### src/rtl/pcicfg_pkg.sv
// Constants for the PCI configuration header block.
// Assumes a 32-bit configuration access port addressed by byte offset.
package pcicfg_pkg;
  // ==========================================================
  // Header layout
  // ==========================================================
  localparam int PCICFG_DWORDS = 16;
  localparam logic [5:0] OFS_ID = 6'h00;
  localparam logic [5:0] OFS_CMD_STATUS = 6'h04;
  localparam logic [5:0] OFS_CLASS_REV = 6'h08;
  localparam logic [5:0] OFS_CACHE_LAT = 6'h0C;
  localparam logic [5:0] OFS_MEM_BAR = 6'h10;
  localparam logic [5:0] OFS_IO_BAR = 6'h14;
  localparam logic [5:0] OFS_FLASH_BAR = 6'h18;
  localparam logic [5:0] OFS_CARDBUS = 6'h28;
  localparam logic [5:0] OFS_SUBSYS = 6'h2C;
  localparam logic [5:0] OFS_ROM_BAR = 6'h30;
  localparam logic [5:0] OFS_CAP_PTR = 6'h34;
  localparam logic [5:0] OFS_INTR = 6'h3C;
  // ==========================================================
  // Command field positions
  // ==========================================================
  localparam int CMD_IO = 0;
  localparam int CMD_MEM = 1;
  localparam int CMD_MASTER = 2;
  localparam int CMD_MWI = 4;
  localparam int CMD_PERR = 6;
  localparam int CMD_SERR = 8;
  localparam logic [15:0] CMD_WMASK = 16'h0157;
  localparam logic [15:0] CMD_RESET = 16'h0000;
  // ==========================================================
  // Status constants
  // ==========================================================
  localparam logic [15:0] STATUS_FIXED = 16'h0280;
  localparam int STATUS_CAP = 4;
  localparam int STATUS_PERR_DET = 8;
  // ==========================================================
  // BAR sizing masks and types
  // ==========================================================
  localparam logic [31:0] MEM_BAR_MASK = 32'hFFFFF000;
  localparam logic [31:0] IO_BAR_MASK = 32'hFFFFFFE0;
  localparam logic [31:0] FLASH_BAR_MASK = 32'hFFF00000;
  localparam logic [31:0] ROM_BAR_MASK = 32'hFFF00001;
  localparam logic [31:0] IO_BAR_TYPE = 32'h00000001;
  localparam logic [7:0] RESET_BYTE = 8'h00;
  localparam logic [31:0] RESET_WORD = 32'h00000000;
  localparam logic [7:0] HEADER_TYPE0 = 8'h00;
  localparam logic [7:0] INT_PIN_A = 8'h01;
endpackage

### src/rtl/pcicfg_header.sv
// PCI type 0 configuration header with command register gating.
// Assumes the PCI target decoder supplies cfg, io and memory strobes.
//
// Contract
// - Sixteen dword type 0 configuration header.
// - All-zero command: only configuration accesses answered, no mastering.
// - Command bits 3, 5, 7, 9 read zero, ignore writes.
// - Bit 0 writable, resets zero, gates I/O claims.
// - Bit 1 writable, resets zero, gates memory claims.
// - Bit 2 writable, resets zero, gates bus master requests.
// - Bit 4 writable, resets zero, gates write-and-invalidate use.
// - Bit 6 writable, resets zero, gates parity error response.
// - Parity response bit cleared while PCI reset asserted.
// - Bit 8 writable, resets zero, enables system error driver.
// - Address parity errors reported only with system error and parity response enabled.
// - Command bits 10 to 15 read zero; software writes zero.
// - As master, moves transmit and receive data to memory.
// - As target, host reaches the control registers.
// - BARs at 10h memory, 14h I/O, 18h flash.
// - CardBus information pointer unimplemented.
// - Capabilities bit set only with power option; pointer follows.
`timescale 1ns/1ps
module pcicfg_header
  import pcicfg_pkg::*;
#(
  parameter logic [15:0] VENDOR_IDENTIFIER = 16'h1234, // arbitrary value
  parameter logic [15:0] DEVICE_IDENTIFIER = 16'h5678, // arbitrary value
  parameter logic [7:0] REVISION = 8'h01, // arbitrary value
  parameter logic [23:0] CLASS_CODE = 24'h020000,
  parameter logic [15:0] SUBSYS_VENDOR = 16'h0000, // arbitrary value
  parameter logic [15:0] SUBSYS_ID = 16'h0000, // arbitrary value
  parameter logic [7:0] MIN_GRANT = 8'h08,
  parameter logic [7:0] MAX_LATENCY = 8'h18,
  parameter logic [7:0] CAP_OFFSET = 8'hDC
) (
  // Clock and reset
  input wire logic clk_in,
  input wire logic rst_in,
  // Configuration access
  input wire logic cfg_wr_in,
  input wire logic cfg_rd_in,
  input wire logic [5:0] cfg_addr_in,
  input wire logic [31:0] cfg_wdata_in,
  input wire logic [3:0] cfg_be_in,
  output logic [31:0] cfg_rdata_out,
  output logic cfg_rvalid_out,
  // Strap from external configuration memory
  input wire logic power_mgmt_option_bit_in,
  // Target decode
  input wire logic io_access_in,
  input wire logic mem_access_in,
  input wire logic [31:0] tgt_addr_in,
  output logic io_claim_out,
  output logic mem_claim_out,
  output logic flash_claim_out,
  output logic control_regs_sel_out,
  // Master side
  input wire logic master_req_in,
  input wire logic mwi_req_in,
  output logic master_req_out,
  output logic mwi_allowed_out,
  // Parity and system error
  input wire logic data_perr_in,
  input wire logic addr_perr_in,
  input wire logic master_op_in,
  output logic perr_assert_out,
  output logic serr_n_out,
  output logic serr_oe_out,
  // Command state
  output logic [15:0] command_out
);
  // ==========================================================
  // State
  // ==========================================================
  typedef struct packed {
    logic [15:0] cmd;
    logic perr_det;
    logic sig_serr;
    logic [7:0] cache_line;
    logic [7:0] latency;
    logic [31:0] mem_bar;
    logic [31:0] io_bar;
    logic [31:0] flash_bar;
    logic [31:0] rom_bar;
    logic [7:0] int_line;
    logic [31:0] rdata;
    logic rvalid;
    logic serr_drv;
  } pcicfg_state_type;

  pcicfg_state_type state_r;
  pcicfg_state_type state_nxt;
  logic [15:0] status_w;

  // Byte-enable merge of a write into a masked field
  function automatic logic [31:0] merge(input logic [31:0] old,
                                        input logic [31:0] wd,
                                        input logic [3:0] be,
                                        input logic [31:0] mask);
    logic [31:0] res;
    res = old;
    for (int i = 0; i < 4; i++) begin
      if (be[i]) begin
        res[i*8 +: 8] = wd[i*8 +: 8];
      end
    end
    return res & mask;
  endfunction

  // BAR window compare
  function automatic logic bar_hit(input logic [31:0] bar,
                                   input logic [31:0] addr,
                                   input logic [31:0] mask);
    return ((bar ^ addr) & mask) == RESET_WORD;
  endfunction

  // ==========================================================
  // Status word
  // ==========================================================
  always_comb begin
    status_w = STATUS_FIXED;
    status_w[STATUS_CAP] = power_mgmt_option_bit_in;
    status_w[STATUS_PERR_DET] = state_r.perr_det;
    status_w[14] = state_r.sig_serr;
  end

  // ==========================================================
  // Next state
  // ==========================================================
  always_comb begin
    state_nxt = state_r;
    state_nxt.rvalid = cfg_rd_in;
    state_nxt.serr_drv = 1'b0;
    // Configuration accesses are served whatever the command
    if (cfg_wr_in) begin
      if (cfg_addr_in == OFS_CMD_STATUS) begin
        state_nxt.cmd = 16'(merge({16'h0000, state_r.cmd}, cfg_wdata_in,
          cfg_be_in, {16'h0000, CMD_WMASK}));
        if (cfg_be_in[3] && cfg_wdata_in[16 + STATUS_PERR_DET]) begin
          state_nxt.perr_det = 1'b0;
        end
        if (cfg_be_in[3] && cfg_wdata_in[30]) begin
          state_nxt.sig_serr = 1'b0;
        end
      end else if (cfg_addr_in == OFS_CACHE_LAT) begin
        state_nxt.cache_line = cfg_be_in[0] ? cfg_wdata_in[7:0]
                                            : state_r.cache_line;
        state_nxt.latency = cfg_be_in[1] ? cfg_wdata_in[15:8]
                                         : state_r.latency;
      end else if (cfg_addr_in == OFS_MEM_BAR) begin
        state_nxt.mem_bar = merge(state_r.mem_bar, cfg_wdata_in,
          cfg_be_in, MEM_BAR_MASK);
      end else if (cfg_addr_in == OFS_IO_BAR) begin
        state_nxt.io_bar = merge(state_r.io_bar, cfg_wdata_in,
          cfg_be_in, IO_BAR_MASK);
      end else if (cfg_addr_in == OFS_FLASH_BAR) begin
        state_nxt.flash_bar = merge(state_r.flash_bar, cfg_wdata_in,
          cfg_be_in, FLASH_BAR_MASK);
      end else if (cfg_addr_in == OFS_ROM_BAR) begin
        state_nxt.rom_bar = merge(state_r.rom_bar, cfg_wdata_in,
          cfg_be_in, ROM_BAR_MASK);
      end else if (cfg_addr_in == OFS_INTR) begin
        state_nxt.int_line = cfg_be_in[0] ? cfg_wdata_in[7:0]
                                          : state_r.int_line;
      end
      // Other locations drop the write
    end
    // Master data parity errors recorded only with response on
    if (data_perr_in && master_op_in && state_r.cmd[CMD_PERR]) begin
      state_nxt.perr_det = 1'b1;
    end
    // Address parity reported only with both enables set
    if (addr_perr_in && state_r.cmd[CMD_SERR] &&
        state_r.cmd[CMD_PERR]) begin
      state_nxt.sig_serr = 1'b1;
      state_nxt.serr_drv = 1'b1;
    end
    // Read data mux
    state_nxt.rdata = RESET_WORD;
    if (cfg_rd_in) begin
      if (cfg_addr_in == OFS_ID) begin
        state_nxt.rdata = {DEVICE_IDENTIFIER, VENDOR_IDENTIFIER};
      end else if (cfg_addr_in == OFS_CMD_STATUS) begin
        state_nxt.rdata = {status_w, state_r.cmd};
      end else if (cfg_addr_in == OFS_CLASS_REV) begin
        state_nxt.rdata = {CLASS_CODE, REVISION};
      end else if (cfg_addr_in == OFS_CACHE_LAT) begin
        state_nxt.rdata = {RESET_BYTE, HEADER_TYPE0, state_r.latency,
                           state_r.cache_line};
      end else if (cfg_addr_in == OFS_MEM_BAR) begin
        state_nxt.rdata = state_r.mem_bar;
      end else if (cfg_addr_in == OFS_IO_BAR) begin
        state_nxt.rdata = state_r.io_bar | IO_BAR_TYPE;
      end else if (cfg_addr_in == OFS_FLASH_BAR) begin
        state_nxt.rdata = state_r.flash_bar;
      end else if (cfg_addr_in == OFS_SUBSYS) begin
        state_nxt.rdata = {SUBSYS_ID, SUBSYS_VENDOR};
      end else if (cfg_addr_in == OFS_ROM_BAR) begin
        state_nxt.rdata = state_r.rom_bar;
      end else if (cfg_addr_in == OFS_CAP_PTR) begin
        state_nxt.rdata = {24'h000000, power_mgmt_option_bit_in ?
                           CAP_OFFSET : RESET_BYTE};
      end else if (cfg_addr_in == OFS_INTR) begin
        state_nxt.rdata = {MAX_LATENCY, MIN_GRANT, INT_PIN_A,
                           state_r.int_line};
      end
      // Cardbus pointer and reserved dwords read zero
    end
  end

  // ==========================================================
  // Registers
  // ==========================================================
  always_ff @(posedge clk_in) begin
    if (rst_in) begin
      state_r.cmd <= CMD_RESET;
      state_r.perr_det <= 1'b0;
      state_r.sig_serr <= 1'b0;
      state_r.cache_line <= RESET_BYTE;
      state_r.latency <= RESET_BYTE;
      state_r.mem_bar <= RESET_WORD;
      state_r.io_bar <= RESET_WORD;
      state_r.flash_bar <= RESET_WORD;
      state_r.rom_bar <= RESET_WORD;
      state_r.int_line <= RESET_BYTE;
      state_r.rdata <= RESET_WORD;
      state_r.rvalid <= 1'b0;
      state_r.serr_drv <= 1'b0;
    end else begin
      state_r <= state_nxt;
    end
  end

  // ==========================================================
  // Target and master gating
  // ==========================================================
  always_comb begin
    io_claim_out = io_access_in && state_r.cmd[CMD_IO] &&
      bar_hit(state_r.io_bar, tgt_addr_in, IO_BAR_MASK);
    mem_claim_out = mem_access_in && state_r.cmd[CMD_MEM] &&
      bar_hit(state_r.mem_bar, tgt_addr_in, MEM_BAR_MASK);
    flash_claim_out = mem_access_in && state_r.cmd[CMD_MEM] &&
      bar_hit(state_r.flash_bar, tgt_addr_in, FLASH_BAR_MASK);
    control_regs_sel_out = io_claim_out || mem_claim_out;
    master_req_out = master_req_in && state_r.cmd[CMD_MASTER];
    mwi_allowed_out = mwi_req_in && state_r.cmd[CMD_MASTER] &&
      state_r.cmd[CMD_MWI];
    perr_assert_out = data_perr_in && state_r.cmd[CMD_PERR];
    serr_oe_out = state_r.serr_drv && state_r.cmd[CMD_SERR];
    serr_n_out = ~serr_oe_out;
  end

  assign cfg_rdata_out = state_r.rdata;
  assign cfg_rvalid_out = state_r.rvalid;
  assign command_out = state_r.cmd;
endmodule // pcicfg_header

### config.mk
export PLATFORM = sky130hd
export DESIGN_NAME = pcicfg_header
export DESIGN_NICKNAME = d
export VERILOG_FILES = /design/src/rtl/pcicfg_pkg.sv /design/src/rtl/pcicfg_header.sv
export SDC_FILE = /design/constraint.sdc
export NUM_CORES = 1
export LEC_CHECK = 0
export ABC_AREA = 1
export ABC_CLOCK_PERIOD_IN_PS = 2250
export BUFFER_PORTS_ARGS = -buffer_cell sky130_fd_sc_hd__clkbuf_2
export CAP_MARGIN = 40
export CORE_MARGIN = 1.5
export CORE_UTILIZATION = 56
export DETAILED_ROUTE_END_ITERATION = 8
export PLACE_DENSITY = 0.82
export SLEW_MARGIN = 0
export SYNTH_ARGS = -nofsm -noshare
export SYNTH_HDL_FRONTEND = slang
export SYNTH_SLANG_ARGS = --single-unit
### constraint.sdc
create_clock -name clk_in -period 2.25 [get_ports clk_in]
set_clock_uncertainty 0.2 [all_clocks]
set_input_delay 0.3375 -clock clk_in [delete_from_list [all_inputs] [get_ports clk_in]]
set_output_delay 0.3375 -clock clk_in [all_outputs]
set_load 0.05 [all_outputs]
==> results summary, run 1 <==
The flow ran to the end, but the final reports show violations. The final reports fail on negative setup slack. The horizontal die dimension came out at 116.8 um.

The count of yosys warnings during synthesis came out at 0. The sequential cell area came out at 2785 sq um. The critical path class is reg2out. Setup violations remaining at the end of the flow were counted as 1. The die outline height is 116.8 um. The tool flagged a number of max-cap violations equal to 0. The global-route wire length before repair is roughly 33,000 um. Of the synthesized area, sequential elements account for 38.11%. The initial antenna violation count came out at 0.

The total power divided by cell area is ~670 nW/um^2. Among all flip-flop cells after synthesis, the most frequent one is sky130_fd_sc_hd__dfxtp_1. The count of vias placed by the detailed router came out at roughly 7,400.

Of all flip-flops after synthesis, the portion carrying an async set or reset was 0%. Per report_power, the clock group accounts for approximately 49% of the total. The netlist area before placement is 7248 sq um. The remaining global-route overflow came out at 0. The worst setup slack after layout is -0.003424 ns. The share of cells above drive strength 1 is 23.12%.

The antenna diode instance count is 0. Summed over all nets, the half-perimeter wirelength after detailed placement is 15,270 um. The longest clock path from root to sink contains 2 buffers. The length of the first detailed-routing pass in iterations came out at 6. The average vias per placed instance came out at 5.487. The standard cell core area is 12,620 sq um. Across every metal layer, demand over resource in global routing totals between 30% and 40%.

The count of final hold-check violations came to 0. The worst setup path is captured at an output port. The number of flip-flops and latches in the synthesized netlist came out at between 100 and 150. The cell leakage power is roughly 0.004 uW. The design internal power came out at 4426 uW.

The overall routed net length came out at 21,450 um. The register clock-pin slew on the reported worst setup and hold paths came out at 0.06 ns. The setup TNS after final layout is -0.003424 ns. The power dissipated by switching net loads is roughly 1400 uW. In this run the core area contains 41 standard-cell rows. The count of non-filler cells in the finished layout is 1,344.

The total number of nets in the final design came out at 1,248. Hold timing on the final database bottoms out at a slack of 0.008638 ns. The power share of the sequential group came out at approximately 43%. The number of primary I/O pins came out at 144. STA puts the critical path data arrival time at around 1.7 ns. The floorplan step defined a die boundary enclosing 13,640 sq um.

The number of pins exceeding their max-slew limit in the final report is 0. The distinct cell type count of the synthesized netlist is 37. The synthesized design contains 0 enable-type register cells. The global placement routability congestion is around 0.95. The post-layout utilization of the core is 68.83%. The final period demand of the worst path came out at 2.253 ns. The DRC marker count from the first detailed-route iteration came out at 866. The synthesized area per cell came out at 6.949 sq um. The worst path required time is around 1.7 ns. The worst-path cell with the longest stage delay is sky130_fd_sc_hd__dfxtp_2.

The timing-limited maximum frequency is 443.8 MHz. Relative to the synthesized area, the layout overhead comes to 19.83%. The type of the tightest min-delay check is in2reg.

In this run the clock root is driven by a sky130_fd_sc_hd__clkbuf_16. The part of the cycle the worst path needs is 100.2%. In this run the number of H-tree levels came out at 4. The maximum number of pins on one net before global-route repair is 94. Setup repair after global routing could not meet its margin everywhere. STA classifies the critical path startpoint as a register.

The number of nets still failing antenna checks after routing came out at 0. The number of global-route vias before repair is about 6,500. After detailed routing, the number of remaining DRC violations is 0. The worst ir drop on vdd came out at 0.0005038 V.

The average wire length per cell after detail routing came out at roughly 16 um. The worst-path maximum fanout is 3. The combinational power share came out at ~8.9%. The most frequent cell on the critical path is sky130_fd_sc_hd__nand2_2.

The combined area of the multi-input logic cells is about 3500 sq um. The gate count after technology mapping is between 1,000 and 1,500. The placed instance count came out at 1,294. Fill cells in the final layout number 1,075. Traced cell by cell, the critical path runs through or2_4, a21oi_4, nand3_2, nor2_4, nand2_2, nand2_2, buf_8.

The total number of clock tree sinks came out at 138. The number of buffers created by CTS came out at 17. The initial utilization of the core area, before any placement, comes to 57.44%. TritonCTS built the clock tree. In this run switching power makes up 23.62% of total power. The number of buffers inserted by port buffering is 128.

The insertion delay of the later-clocked pin in the worst-skew pair is roughly 0.43 ns. On the worst path, the slowest cell contributes a delay of about 0.33 ns. The pre-CTS setup slack came out at 0.05883 ns.
routing by layer:
layer / GRT usage [%] / vias to the layer above / share of wire [%]
met5: 0 / - / 0
met4: 13.17 / 0 / 3.3
met2: 50.33 / 437 / 46
li1: - / 3537 / -
met3: 8.136 / 59 / 10
met1: 43.20 / 3342 / 41
flip-flops by register name (all words and copies together) (netlist names):
signal and flops:
cfg_rvalid_out 1, command_out 6, state_r 99, cfg_rdata_out 32
cell usage after synthesis, types with 2 or more instances:
| cell type | count | share of area, % |
|---|---|---|
| sky130_fd_sc_hd__a211oi_1 | 3 | 0.31 |
| sky130_fd_sc_hd__a21oi_1 | 106 | 7.3 |
| sky130_fd_sc_hd__a22oi_1 | 6 | 0.62 |
| sky130_fd_sc_hd__a31oi_1 | 5 | 0.43 |
| sky130_fd_sc_hd__buf_2 | 10 | 0.69 |
| sky130_fd_sc_hd__buf_4 | 53 | 5.5 |
| sky130_fd_sc_hd__buf_6 | 8 | 1.2 |
| sky130_fd_sc_hd__clkbuf_1 | 11 | 0.57 |
| sky130_fd_sc_hd__clkinv_1 | 2 | 0.10 |
| sky130_fd_sc_hd__dfxtp_1 | 138 | 38 |
| sky130_fd_sc_hd__inv_1 | 142 | 7.4 |
| sky130_fd_sc_hd__inv_2 | 5 | 0.26 |
| sky130_fd_sc_hd__nand2_1 | 172 | 8.9 |
| sky130_fd_sc_hd__nand2_2 | 5 | 0.43 |
| sky130_fd_sc_hd__nand2_4 | 3 | 0.47 |
| sky130_fd_sc_hd__nand3_1 | 48 | 3.3 |
| sky130_fd_sc_hd__nand3_2 | 5 | 0.69 |
| sky130_fd_sc_hd__nand3_4 | 2 | 0.48 |
| sky130_fd_sc_hd__nand3b_1 | 13 | 1.3 |
| sky130_fd_sc_hd__nand4_1 | 11 | 0.95 |
| sky130_fd_sc_hd__nor2_1 | 122 | 6.3 |
| sky130_fd_sc_hd__nor2_2 | 4 | 0.35 |
| sky130_fd_sc_hd__nor2_4 | 10 | 1.6 |
| sky130_fd_sc_hd__nor2_8 | 3 | 0.83 |
| sky130_fd_sc_hd__nor3_1 | 11 | 0.76 |
| sky130_fd_sc_hd__o211ai_1 | 2 | 0.21 |
| sky130_fd_sc_hd__o21ai_0 | 109 | 7.5 |
| sky130_fd_sc_hd__o21ai_1 | 7 | 0.48 |
| sky130_fd_sc_hd__o221ai_1 | 2 | 0.24 |
| sky130_fd_sc_hd__o22ai_1 | 5 | 0.43 |
| sky130_fd_sc_hd__xnor2_1 | 9 | 1.1 |
| sky130_fd_sc_hd__xor2_1 | 6 | 0.73 |
cell families after synthesis:
kind of cell              share of synthesized area (%)
other                                           0.05174
buffers and inverters                             15.76
and+or+nand+nor                                   26.57
AOI/OAI and AO/OA                                 17.69
xor gates and xnor gates                          1.813
DFF                                               38.11
worst max-delay path, delay by kind of cell (launching register included):
family                 cells  cell delay, ns
DFF                        1            0.33
AOI/OAI and AO/OA          1            0.15
and+or+nand+nor            5            0.67
buffers and inverters      1            0.15
final timing paths:
path,startpoint,to,slack [ns],depth (start not counted)
setup reg to reg,state_r[127],cfg_rdata_out[21],0.99,4
hold / removal,cfg_wdata_in[26],state_r[68],0.009,3
setup / recovery,state_r[115],control_regs_sel_out,-0.003,7
hold reg to reg,state_r[171],state_r[171],0.26,2
through the flow:
stage	cell area (sq um)	total power, uW
2_1_floorplan	7282	2816
3_3_place_gp	7780	2978
3_5_place_dp	7780	2984
4_1_cts	8574	5785
5_1_grt	8686	5964
6_report	8686	5795
layout make-up:
| class | instances | share of cell area (%) |
|---|---|---|
| Clock buffer | 21 | 5.416 |
| Timing Repair Buffer | 174 | 12.50 |
| Clock inverter | 8 | 1.368 |
| Tap cell | 172 | 2.478 |
| Multi-Input combinational cell | 682 | 39.73 |
| Inverter | 149 | 6.439 |
| Sequential cell | 138 | 32.07 |
power groups by stage:
stage,clock network [uW],logic (uW),registers (uW)
after floorplan,0,299,2520
after global placement,0,463,2510
after detailed placement,0,469,2520
after CTS,2830,492,2460
after global routing,2950,552,2460
final,2820,513,2460
cells in the final DEF (no fill, tap or decap), types with 4 or more instances in the layout:
| cell | synthesis | final |
|---|---|---|
| sky130_fd_sc_hd__inv_2 | 5 | 13 |
| sky130_fd_sc_hd__inv_1 | 142 | 134 |
| sky130_fd_sc_hd__nor3_1 | 11 | 11 |
| sky130_fd_sc_hd__dfxtp_1 | 138 | 120 |
| sky130_fd_sc_hd__o22ai_1 | 5 | 5 |
| sky130_fd_sc_hd__o21ai_0 | 109 | 102 |
| sky130_fd_sc_hd__a21oi_1 | 106 | 103 |
| sky130_fd_sc_hd__conb_1 | 1 | 10 |
| sky130_fd_sc_hd__nand2_2 | 5 | 12 |
| sky130_fd_sc_hd__nand4_1 | 11 | 11 |
| sky130_fd_sc_hd__nand3b_1 | 13 | 13 |
| sky130_fd_sc_hd__clkinv_2 | 0 | 4 |
| sky130_fd_sc_hd__nor2_1 | 122 | 119 |
| sky130_fd_sc_hd__a31oi_1 | 5 | 5 |
| sky130_fd_sc_hd__clkbuf_2 | 0 | 124 |
| sky130_fd_sc_hd__a22oi_1 | 6 | 6 |
| sky130_fd_sc_hd__nand2_1 | 172 | 165 |
| sky130_fd_sc_hd__nand3_1 | 48 | 46 |
| sky130_fd_sc_hd__clkbuf_16 | 0 | 17 |
| sky130_fd_sc_hd__nor2_2 | 4 | 5 |
| sky130_fd_sc_hd__xnor2_1 | 9 | 9 |
| sky130_fd_sc_hd__nor2_4 | 10 | 12 |
| sky130_fd_sc_hd__buf_4 | 53 | 30 |
| sky130_fd_sc_hd__xor2_1 | 6 | 6 |
| sky130_fd_sc_hd__o21ai_1 | 7 | 12 |
| sky130_fd_sc_hd__dfxtp_2 | 0 | 18 |
| sky130_fd_sc_hd__nand3_2 | 5 | 7 |
| sky130_fd_sc_hd__dlygate4sd3_1 | 0 | 13 |
repair_timing:
action,CTS,global route
pin swaps,7,18
gates resized for setup,22,41
cloned,0,0
endpoints found under the hold margin,16,1
buffers inserted,3,5
hold buffers,12,1
endpoints found under the setup margin,3,4
Power figures use the tool's default switching activity.
==> inputs of run 2 (changes only) <==
- BUFFER_PORTS_ARGS: -buffer_cell sky130_fd_sc_hd__clkbuf_2 -> default
- CORE_UTILIZATION: 56 -> 60
- DONT_BUFFER_PORTS: default -> 1
- PLACE_DENSITY: 0.82 -> 0.77
==> run 2 against run 1 <==
  * The flow now finishes without violations
  * Non-clock buffer count down 98
  * Highest routed layer unchanged
  * Global-route usage up 2.7 points
  * Sequential power about the same
  * Fmax up 1.3%
  * Clock power up 5%
  * Setup slack better by 0.028 ns
  * Final cell count down 9.3%
  * Clock-buffer cell count down 1
  * Critical path depth unchanged
  * Register-to-register slack worse by 0.61 ns
==> results summary, run 2 (synthesis results as in run 1) <==
The standard cell core area was 11,610 sq um (-8.0%). The critical path endpoint category is an output port. The setup path with the least slack is of type reg2out. The flow ran to the end, and the final reports show no timing, DRC or antenna violations.

The remaining global-route overflow is 0 (unchanged). The number of pins exceeding their max-slew limit in the final report came out at 0 (unchanged). The normalized max-slew margin is 48.73%. The total number of nets in the final design is 1,150 (-7.9%). The flip-flop count of the largest register, all copies and words added came out at 99 (unchanged). The count of vias placed by the detailed router came out at 7,027 (-4.7%).

The total routing usage reported by global routing is 35.01% (+2.7 points). The worst-path maximum fanout is 2 (-1). Relative to the synthesized area, the layout overhead comes to 14.67%. The register with the most flip-flops is state_r.

The sequential cell area came out at 2783 sq um (about the same). The part of the cycle the worst path needs came out at 98.90% (-1.3 points). The root buffer cell chosen for the clock tree is sky130_fd_sc_hd__clkbuf_16. The site row count is 39 (-4.9%). The initial antenna violation count was 0 (unchanged). TritonCTS built the clock tree.

The final period demand of the worst path is 2.225 ns (-0.02828 ns). The number of global-route vias before repair came out at 6,624 (+1.8%). The register clock-pin slew on the reported worst setup and hold paths came to 0.06 ns (about the same).

The power dissipated by switching net loads came out at 1365 uW (-0.27%). The sum of net half-perimeters after detailed placement came out at 15,310 um (+0.27%). The count of final hold-check violations is 0 (unchanged).

The design internal power came out at 4496 uW (+1.6%). The length of the first detailed-routing pass in iterations is 6 (unchanged). The H-tree depth came out at 4 (unchanged).

The total number of clock tree sinks was 138 (unchanged). The floorplan die area came to 12,750 sq um (-6.5%). The global placement routability congestion is 0.9896 (+3.8%). The worst path required time was 1.71 ns (about the same). The number of buffers created by CTS is 17 (unchanged). The worst ir drop on vdd came out at 0.0005442 V (+8.0%).

The switching share of total power is 23.29% (-0.33 points). The setup-violating endpoint count in the final report is 0 (-1). The die outline height came out at 112.9 um (-3.3%).

The power share of the clock group is 50.8% (+2.2 points). The horizontal die dimension is 112.9 um (-3.3%). The number of nets still failing antenna checks after routing came out at 0 (unchanged). The total power divided by cell area is 705.1 nW/um^2 (+5.7%).

The overall power of the completed layout is 5861 uW (+1.1%). The maximum number of pins on one net before global-route repair is 94 (unchanged). The maximum clock insertion buffer count was 2 (unchanged).

The power share of the sequential group is 42.2% (-0.3 points). The DRC marker count from the first detailed-route iteration came to 785 (-9.4%). The worst setup path is launched from a register. The timing-limited maximum frequency is 449.4 MHz (+1.3%). The average vias per placed instance was 5.765 (+5.1%). The library cells used most frequently in the layout, excluding fill and tap cells, are sky130_fd_sc_hd__nand2_1 (166), sky130_fd_sc_hd__inv_1 (133), sky130_fd_sc_hd__dfxtp_1 (124). The combinational power share is 7.0% (-1.9 points). The transition time at the pin with the least slew margin is 0.7656 ns.

The number of buffers inserted by port buffering came to 0 (-100%). The setup TNS after final layout came out at 0 ns (+0.003424 ns). The insertion delay of the later-clocked pin in the worst-skew pair is 0.42 ns (about the same). The number of filler instances in the final layout is 953 (-11%). The number of primary I/O pins came out at 144 (unchanged). The path class of the tightest hold or removal check is in2reg.

The initial core utilization came out at 62.41% (+5.0 points). The arrival time at the worst endpoint came out at 1.69 ns (-0.03 ns). Setup repair after global routing could not meet its margin everywhere. The count of maximum capacitance violations was 0 (unchanged).

The antenna diode instance count came out at 0 (unchanged). The average wire length per cell after detail routing came to 18.28 um (+15%). The share of cells above drive strength 1 is 13.66% (-9.5 points). The overall routed net length is 22,290 um (+3.9%). The cell leakage power is 0.003621 uW (-10%). The most frequent standard cell in the layout excluding fill and tap cells is sky130_fd_sc_hd__nand2_1. The global-route wire length before repair was 34,470 um (+3.2%). The total DRC errors in the routed layout came to 0 (unchanged). The combined area of the multi-input logic cells came out at 3441 sq um (-0.29%).
-- run 2: cell types whose count changed in the layout (fill, tap and decap cells not counted), moves of 2 or more --
| cell | change |
|---|---|
| sky130_fd_sc_hd__buf_8 | -3 |
| sky130_fd_sc_hd__clkbuf_2 | -124 |
| sky130_fd_sc_hd__clkinv_4 | +2 |
| sky130_fd_sc_hd__dfxtp_1 | +4 |
| sky130_fd_sc_hd__dfxtp_2 | -5 |
| sky130_fd_sc_hd__dlygate4sd3_1 | +27 |
| sky130_fd_sc_hd__nor2_1 | -3 |
| sky130_fd_sc_hd__nor2_2 | +5 |
| sky130_fd_sc_hd__nor2_4 | -2 |
-- run 2: final cells by class --
type	count	area share, %
Multi-Input combinational cell	682	41.40
Timing Repair Buffer	76	8.716
Clock inverter	11	2.032
Tap cell	143	2.153
Inverter	149	6.729
Sequential cell	138	33.48
Clock buffer	20	5.495
-- run 2: power by group through the flow --
stage                     combinational, uW  clock (uW)  sequential, uW
final                                   412        2970            2470
after global routing                    442        3100            2470
after CTS                               396        2970            2480
after detailed placement                323           0            2530
after global placement                  321           0            2530
after floorplan                         299           0            2520
-- run 2: repair_timing --
action | CTS | global route
hold buffers | 40 | 0
pin swaps | 4 | 18
gates resized for setup | 14 | 37
hold endpoints to repair | 99 | 0
buffers inserted | 2 | 2
endpoints found under the setup margin | 3 | 31
-- run 2: worst paths after layout --
check	from	to	slack, ns	depth (start not counted)
worst max-delay path	command_out[1]	control_regs_sel_out	0.02	7
worst min-delay path	cfg_wr_in	state_r[173]	0.11	3
worst max register to register	command_out[6]	state_r[187]	0.38	5
worst min register to register	state_r[171]	state_r[171]	0.26	2
-- run 2: metal layers --
metal	up-vias	track usage [%]	wire length (um)
li1	3344	-	-
met1	3187	43.17	8731
met2	428	56.83	10330
met3	68	10.07	2427
met4	0	16.42	806
met5	-	0	0
-- run 2: worst max-delay path: stages (launching register included) --
cell,delay [ns]
sky130_fd_sc_hd__dfxtp_2,0.34
sky130_fd_sc_hd__nand2_2,0.10
sky130_fd_sc_hd__a21oi_2,0.14
sky130_fd_sc_hd__nand4_1,0.13
sky130_fd_sc_hd__nor2_2,0.17
sky130_fd_sc_hd__nand3_2,0.14
sky130_fd_sc_hd__nand2_2,0.11
sky130_fd_sc_hd__buf_12,0.13
-- run 2: metrics by stage --
stage / util, % / instance area (sq um) / instances / hold WS [ns] / setup slack (ns)
2_1_floorplan: - / 7282 / 1052 / 0.2160 / 0.3347
6_report: 71.57 / 8312 / 1219 / 0.1058 / 0.02485
3_5_place_dp: 61.72 / 7168 / 1144 / 0.2103 / 0.2777
5_1_grt: 71.57 / 8312 / 1219 / 0.1149 / -0.07425
3_3_place_gp: 61.72 / 7168 / 1144 / 0.2092 / 0.3030
4_1_cts: 70.92 / 8237 / 1217 / 0.08598 / 0.001624
==> inputs of run 3 (changes only) <==
--- a/config.mk
+++ b/config.mk
@@ -14,5 +14,4 @@
 export DONT_BUFFER_PORTS = 1
 export PLACE_DENSITY = 0.77
-export SLEW_MARGIN = 0
 export SYNTH_ARGS = -nofsm -noshare
 export SYNTH_HDL_FRONTEND = slang
--- a/constraint.sdc
+++ b/constraint.sdc
@@ -3,3 +3,3 @@
 set_input_delay 0.3375 -clock clk_in [delete_from_list [all_inputs] [get_ports clk_in]]
 set_output_delay 0.3375 -clock clk_in [all_outputs]
-set_load 0.05 [all_outputs]
+set_load 0.02 [all_outputs]
==> run 3 against run 2 <==
  * Clock-buffer cell count down 1
  * First-iteration DRC count fell by 28%
  * Via count decreased by 2.5%
  * Combinational power fell by 6.8%
  * Global-route usage decreased by 0.67 points
  * Core utilization fell by 1.5 points
  * Critical path depth decreased by 1
  * Critical endpoint unchanged
  * Largest cell class unchanged
==> results summary, run 3 (synthesis results as in run 1) <==
The flow ran to the end, and the final reports show no timing, DRC or antenna violations. The register-to-register setup slack is 0.25 ns (-0.13 ns). The total number of clock tree sinks came out at 138 (unchanged). The worst-path maximum fanout came out at 4 (+2).

The arrival time at the worst endpoint is 1.63 ns (-0.06 ns). The global placement routability congestion is 0.9641 (-2.6%). The total number of nets in the final design came out at 1,136 (-1.2%). The die outline height is 112.9 um (unchanged). The timing-limited maximum frequency came out at 461.2 MHz (+2.6%). The buffering stage count on the worst path with inverters included is 0 (-1). The floorplan die area is 12,750 sq um (unchanged). The power dissipated by switching net loads is 1343 uW (-1.6%). The depth of the critical timing path with buffers and inverters included was 6 (-1). The number of buffers inserted by port buffering is 0 (unchanged). The global-route wire length before repair is 33,800 um (-1.9%). The largest incremental delay on the critical path came out at 0.34 ns (about the same). The total routing usage reported by global routing came to 34.34% (-0.67 points). The number of global-route vias before repair was 6,533 (-1.4%). The number of filler instances in the final layout came out at 992 (+4.1%). The total power divided by cell area is 699.4 nW/um^2 (-0.80%). The standard cell core area was 11,610 sq um (unchanged). The site row count is 39 (unchanged). The critical path endpoint category is an output port. The count of maximum capacitance violations is 0 (unchanged).

The cell family contributing the most delay on the critical path is simple AND/OR/NAND/NOR gates. The cell leakage power came out at 0.003529 uW (-2.6%). The maximum number of pins on one net before global-route repair came out at 94 (unchanged). The part of the cycle the worst path needs came out at 96.36% (-2.5 points).

The initial core utilization is 62.41% (unchanged). The H-tree depth is 4 (unchanged). The library cells used most frequently in the layout, excluding fill and tap cells, are sky130_fd_sc_hd__nand2_1 (170), sky130_fd_sc_hd__inv_1 (138), sky130_fd_sc_hd__dfxtp_1 (134).

The switching share of total power was 23.61% (+0.32 points). The number of pins exceeding their max-slew limit in the final report came to 0 (unchanged). TritonCTS built the clock tree. The power share of the sequential group is 43.4% (+1.2 points).

The antenna diode instance count came out at 0 (unchanged). The maximum clock insertion buffer count came out at 2 (unchanged). The DRC marker count from the first detailed-route iteration is 564 (-28%). Among all stages on the critical path, the largest delay is contributed by sky130_fd_sc_hd__dfxtp_1. The number of nets still failing antenna checks after routing is 0 (unchanged).

The length of the first detailed-routing pass in iterations is 6 (unchanged). The worst path required time is 1.71 ns (about the same). STA classifies the critical path startpoint as a register. The power share of the clock group was 49.9% (-0.9 points). The sum of net half-perimeters after detailed placement came out at 15,050 um (-1.7%). The count of final hold-check violations came out at 0 (unchanged).

The number of primary I/O pins came out at 144 (unchanged). The setup TNS after final layout came out at 0 ns (unchanged). Leaving out fill and tap cells, the most frequent cell in the layout is sky130_fd_sc_hd__nand2_1. The instance area at placement was 7081 sq um (-1.2%).

The register with the most flip-flops is state_r. The depth of the most critical reg-to-reg path came out at 5 (unchanged). The initial antenna violation count came out at 0 (unchanged).

The growth of design area from synthesis to finish came out at 12.24%. The critical path in this run is classified as reg2out. The average wire length per cell after detail routing is 17.89 um (-2.2%).

The horizontal die dimension came out at 112.9 um (unchanged). The combinational power share is 6.7% (-0.3 points). The flip-flop count of the largest register, all copies and words added came out at 99 (unchanged).

The final standard cell area without fillers is 8135 sq um (-2.1%). The total DRC errors in the routed layout is 0 (unchanged). By instance count, the cell type seen most on the critical path is sky130_fd_sc_hd__nand2_4. The remaining global-route overflow came out at 0 (unchanged). The count of vias placed by the detailed router is 6,849 (-2.5%).

The worst ir drop on vdd is 0.0008460 V (+55%). The normalized max-slew margin came out at 50.07% (+1.3 points). The number of buffers created by CTS is 17 (unchanged). The register clock-pin slew on the reported worst setup and hold paths came out at 0.06 ns (about the same). The cell count of the worst hold path came out at 2 (-1). The average vias per placed instance came to 5.684 (-1.4%). The transition time at the pin with the least slew margin was 0.7489 ns (-0.01669 ns). The insertion delay of the later-clocked pin in the worst-skew pair came to 0.43 ns (about the same).

The overall routed net length came out at 21,560 um (-3.3%). The setup-violating endpoint count in the final report is 0 (unchanged). The final period demand of the worst path was 2.168 ns (-0.05707 ns). The signal on the critical path passes through or2_4, a21oi_4, nand3_2, nor2_4, nand2_4, nand2_4. The design internal power was 4347 uW (-3.3%). The min-delay analysis places its worst path in the category in2reg. The root buffer cell chosen for the clock tree is sky130_fd_sc_hd__clkbuf_16. The share of cells above drive strength 1 came out at 10.36% (-3.3 points).
## run 3: changes by cell type in the layout (fill, tap and decap cells not counted), moves of 2 or more
cell and change:
sky130_fd_sc_hd__buf_4 -11, sky130_fd_sc_hd__dfxtp_1 +10, sky130_fd_sc_hd__dfxtp_2 -9, sky130_fd_sc_hd__inv_2 -6, sky130_fd_sc_hd__nand2_2 -6, sky130_fd_sc_hd__o21ai_0 +6
sky130_fd_sc_hd__inv_1 +5, sky130_fd_sc_hd__nand2_1 +4, sky130_fd_sc_hd__o21ai_1 -3, sky130_fd_sc_hd__o21ai_2 -3, sky130_fd_sc_hd__a21oi_2 -2, sky130_fd_sc_hd__clkinvlp_4 +2
sky130_fd_sc_hd__nand2_4 +2, sky130_fd_sc_hd__nor2_2 -2
## run 3: area by class of cell
type	instances	area [sq um]	area share [%]
timing repair buffer	62	600.6	7.382
multi-input combinational	682	3433	42.20
sequential	138	2768	34.02
tap	143	178.9	2.199
clock inverter	12	150.1	1.846
inverter	149	561.8	6.906
clock buffer	19	442.9	5.444
## run 3: worst paths after layout
kind | startpoint | to
worst min-delay path | power_mgmt_option_bit_in | cfg_rdata_out[20]
worst max-delay path | state_r[115] | control_regs_sel_out
worst max register to register | command_out[6] | state_r[187]
worst min register to register | state_r[171] | state_r[171]
## run 3: routing by layer
metal	GRT usage [%]	share of wire, %
met2	55.41	46
met3	8.409	9.8
met4	15.08	3.3
met1	43.95	41
met5	0	0
## run 3: power groups by stage
| stage | registers [uW] | clock network [uW] | logic, uW |
|---|---|---|---|
| 5_1_grt | 2470 | 2960 | 418 |
| 3_3_place_gp | 2520 | 0 | 303 |
| 2_1_floorplan | 2510 | 0 | 270 |
| 4_1_cts | 2470 | 2850 | 372 |
| 6_report | 2470 | 2840 | 384 |
| 3_5_place_dp | 2520 | 0 | 305 |
## run 3: what timing repair did
item	CTS	global route
endpoints found under the hold margin	100	0
setup endpoints to repair	2	3
setup buffers	0	1
resized for setup	3	21
pin swaps	4	8
hold buffers	39	0
## run 3: stage by stage
stage | std cells | power, uW | util, % | hold slack (ns) | setup WS, ns
2_1_floorplan | 1052 | 2784 | - | 0.2160 | 0.5427
6_report | 1205 | 5690 | 70.05 | 0.01006 | 0.08192
4_1_cts | 1204 | 5685 | 69.49 | 0.002981 | 0.003043
5_1_grt | 1205 | 5845 | 70.05 | 0.01958 | -0.005399
3_3_place_gp | 1134 | 2823 | 60.97 | 0.2086 | 0.3061
3_5_place_dp | 1134 | 2825 | 60.97 | 0.2113 | 0.2578
## run 3: worst register-to-register path: cells and delay by family (launching register included)
kind,cells,cell delay [ns]
DFF,1,0.52
buffers and inverters,2,0.80
AOI/OAI and AO/OA,1,0.18
and+or+nand+nor,2,0.23
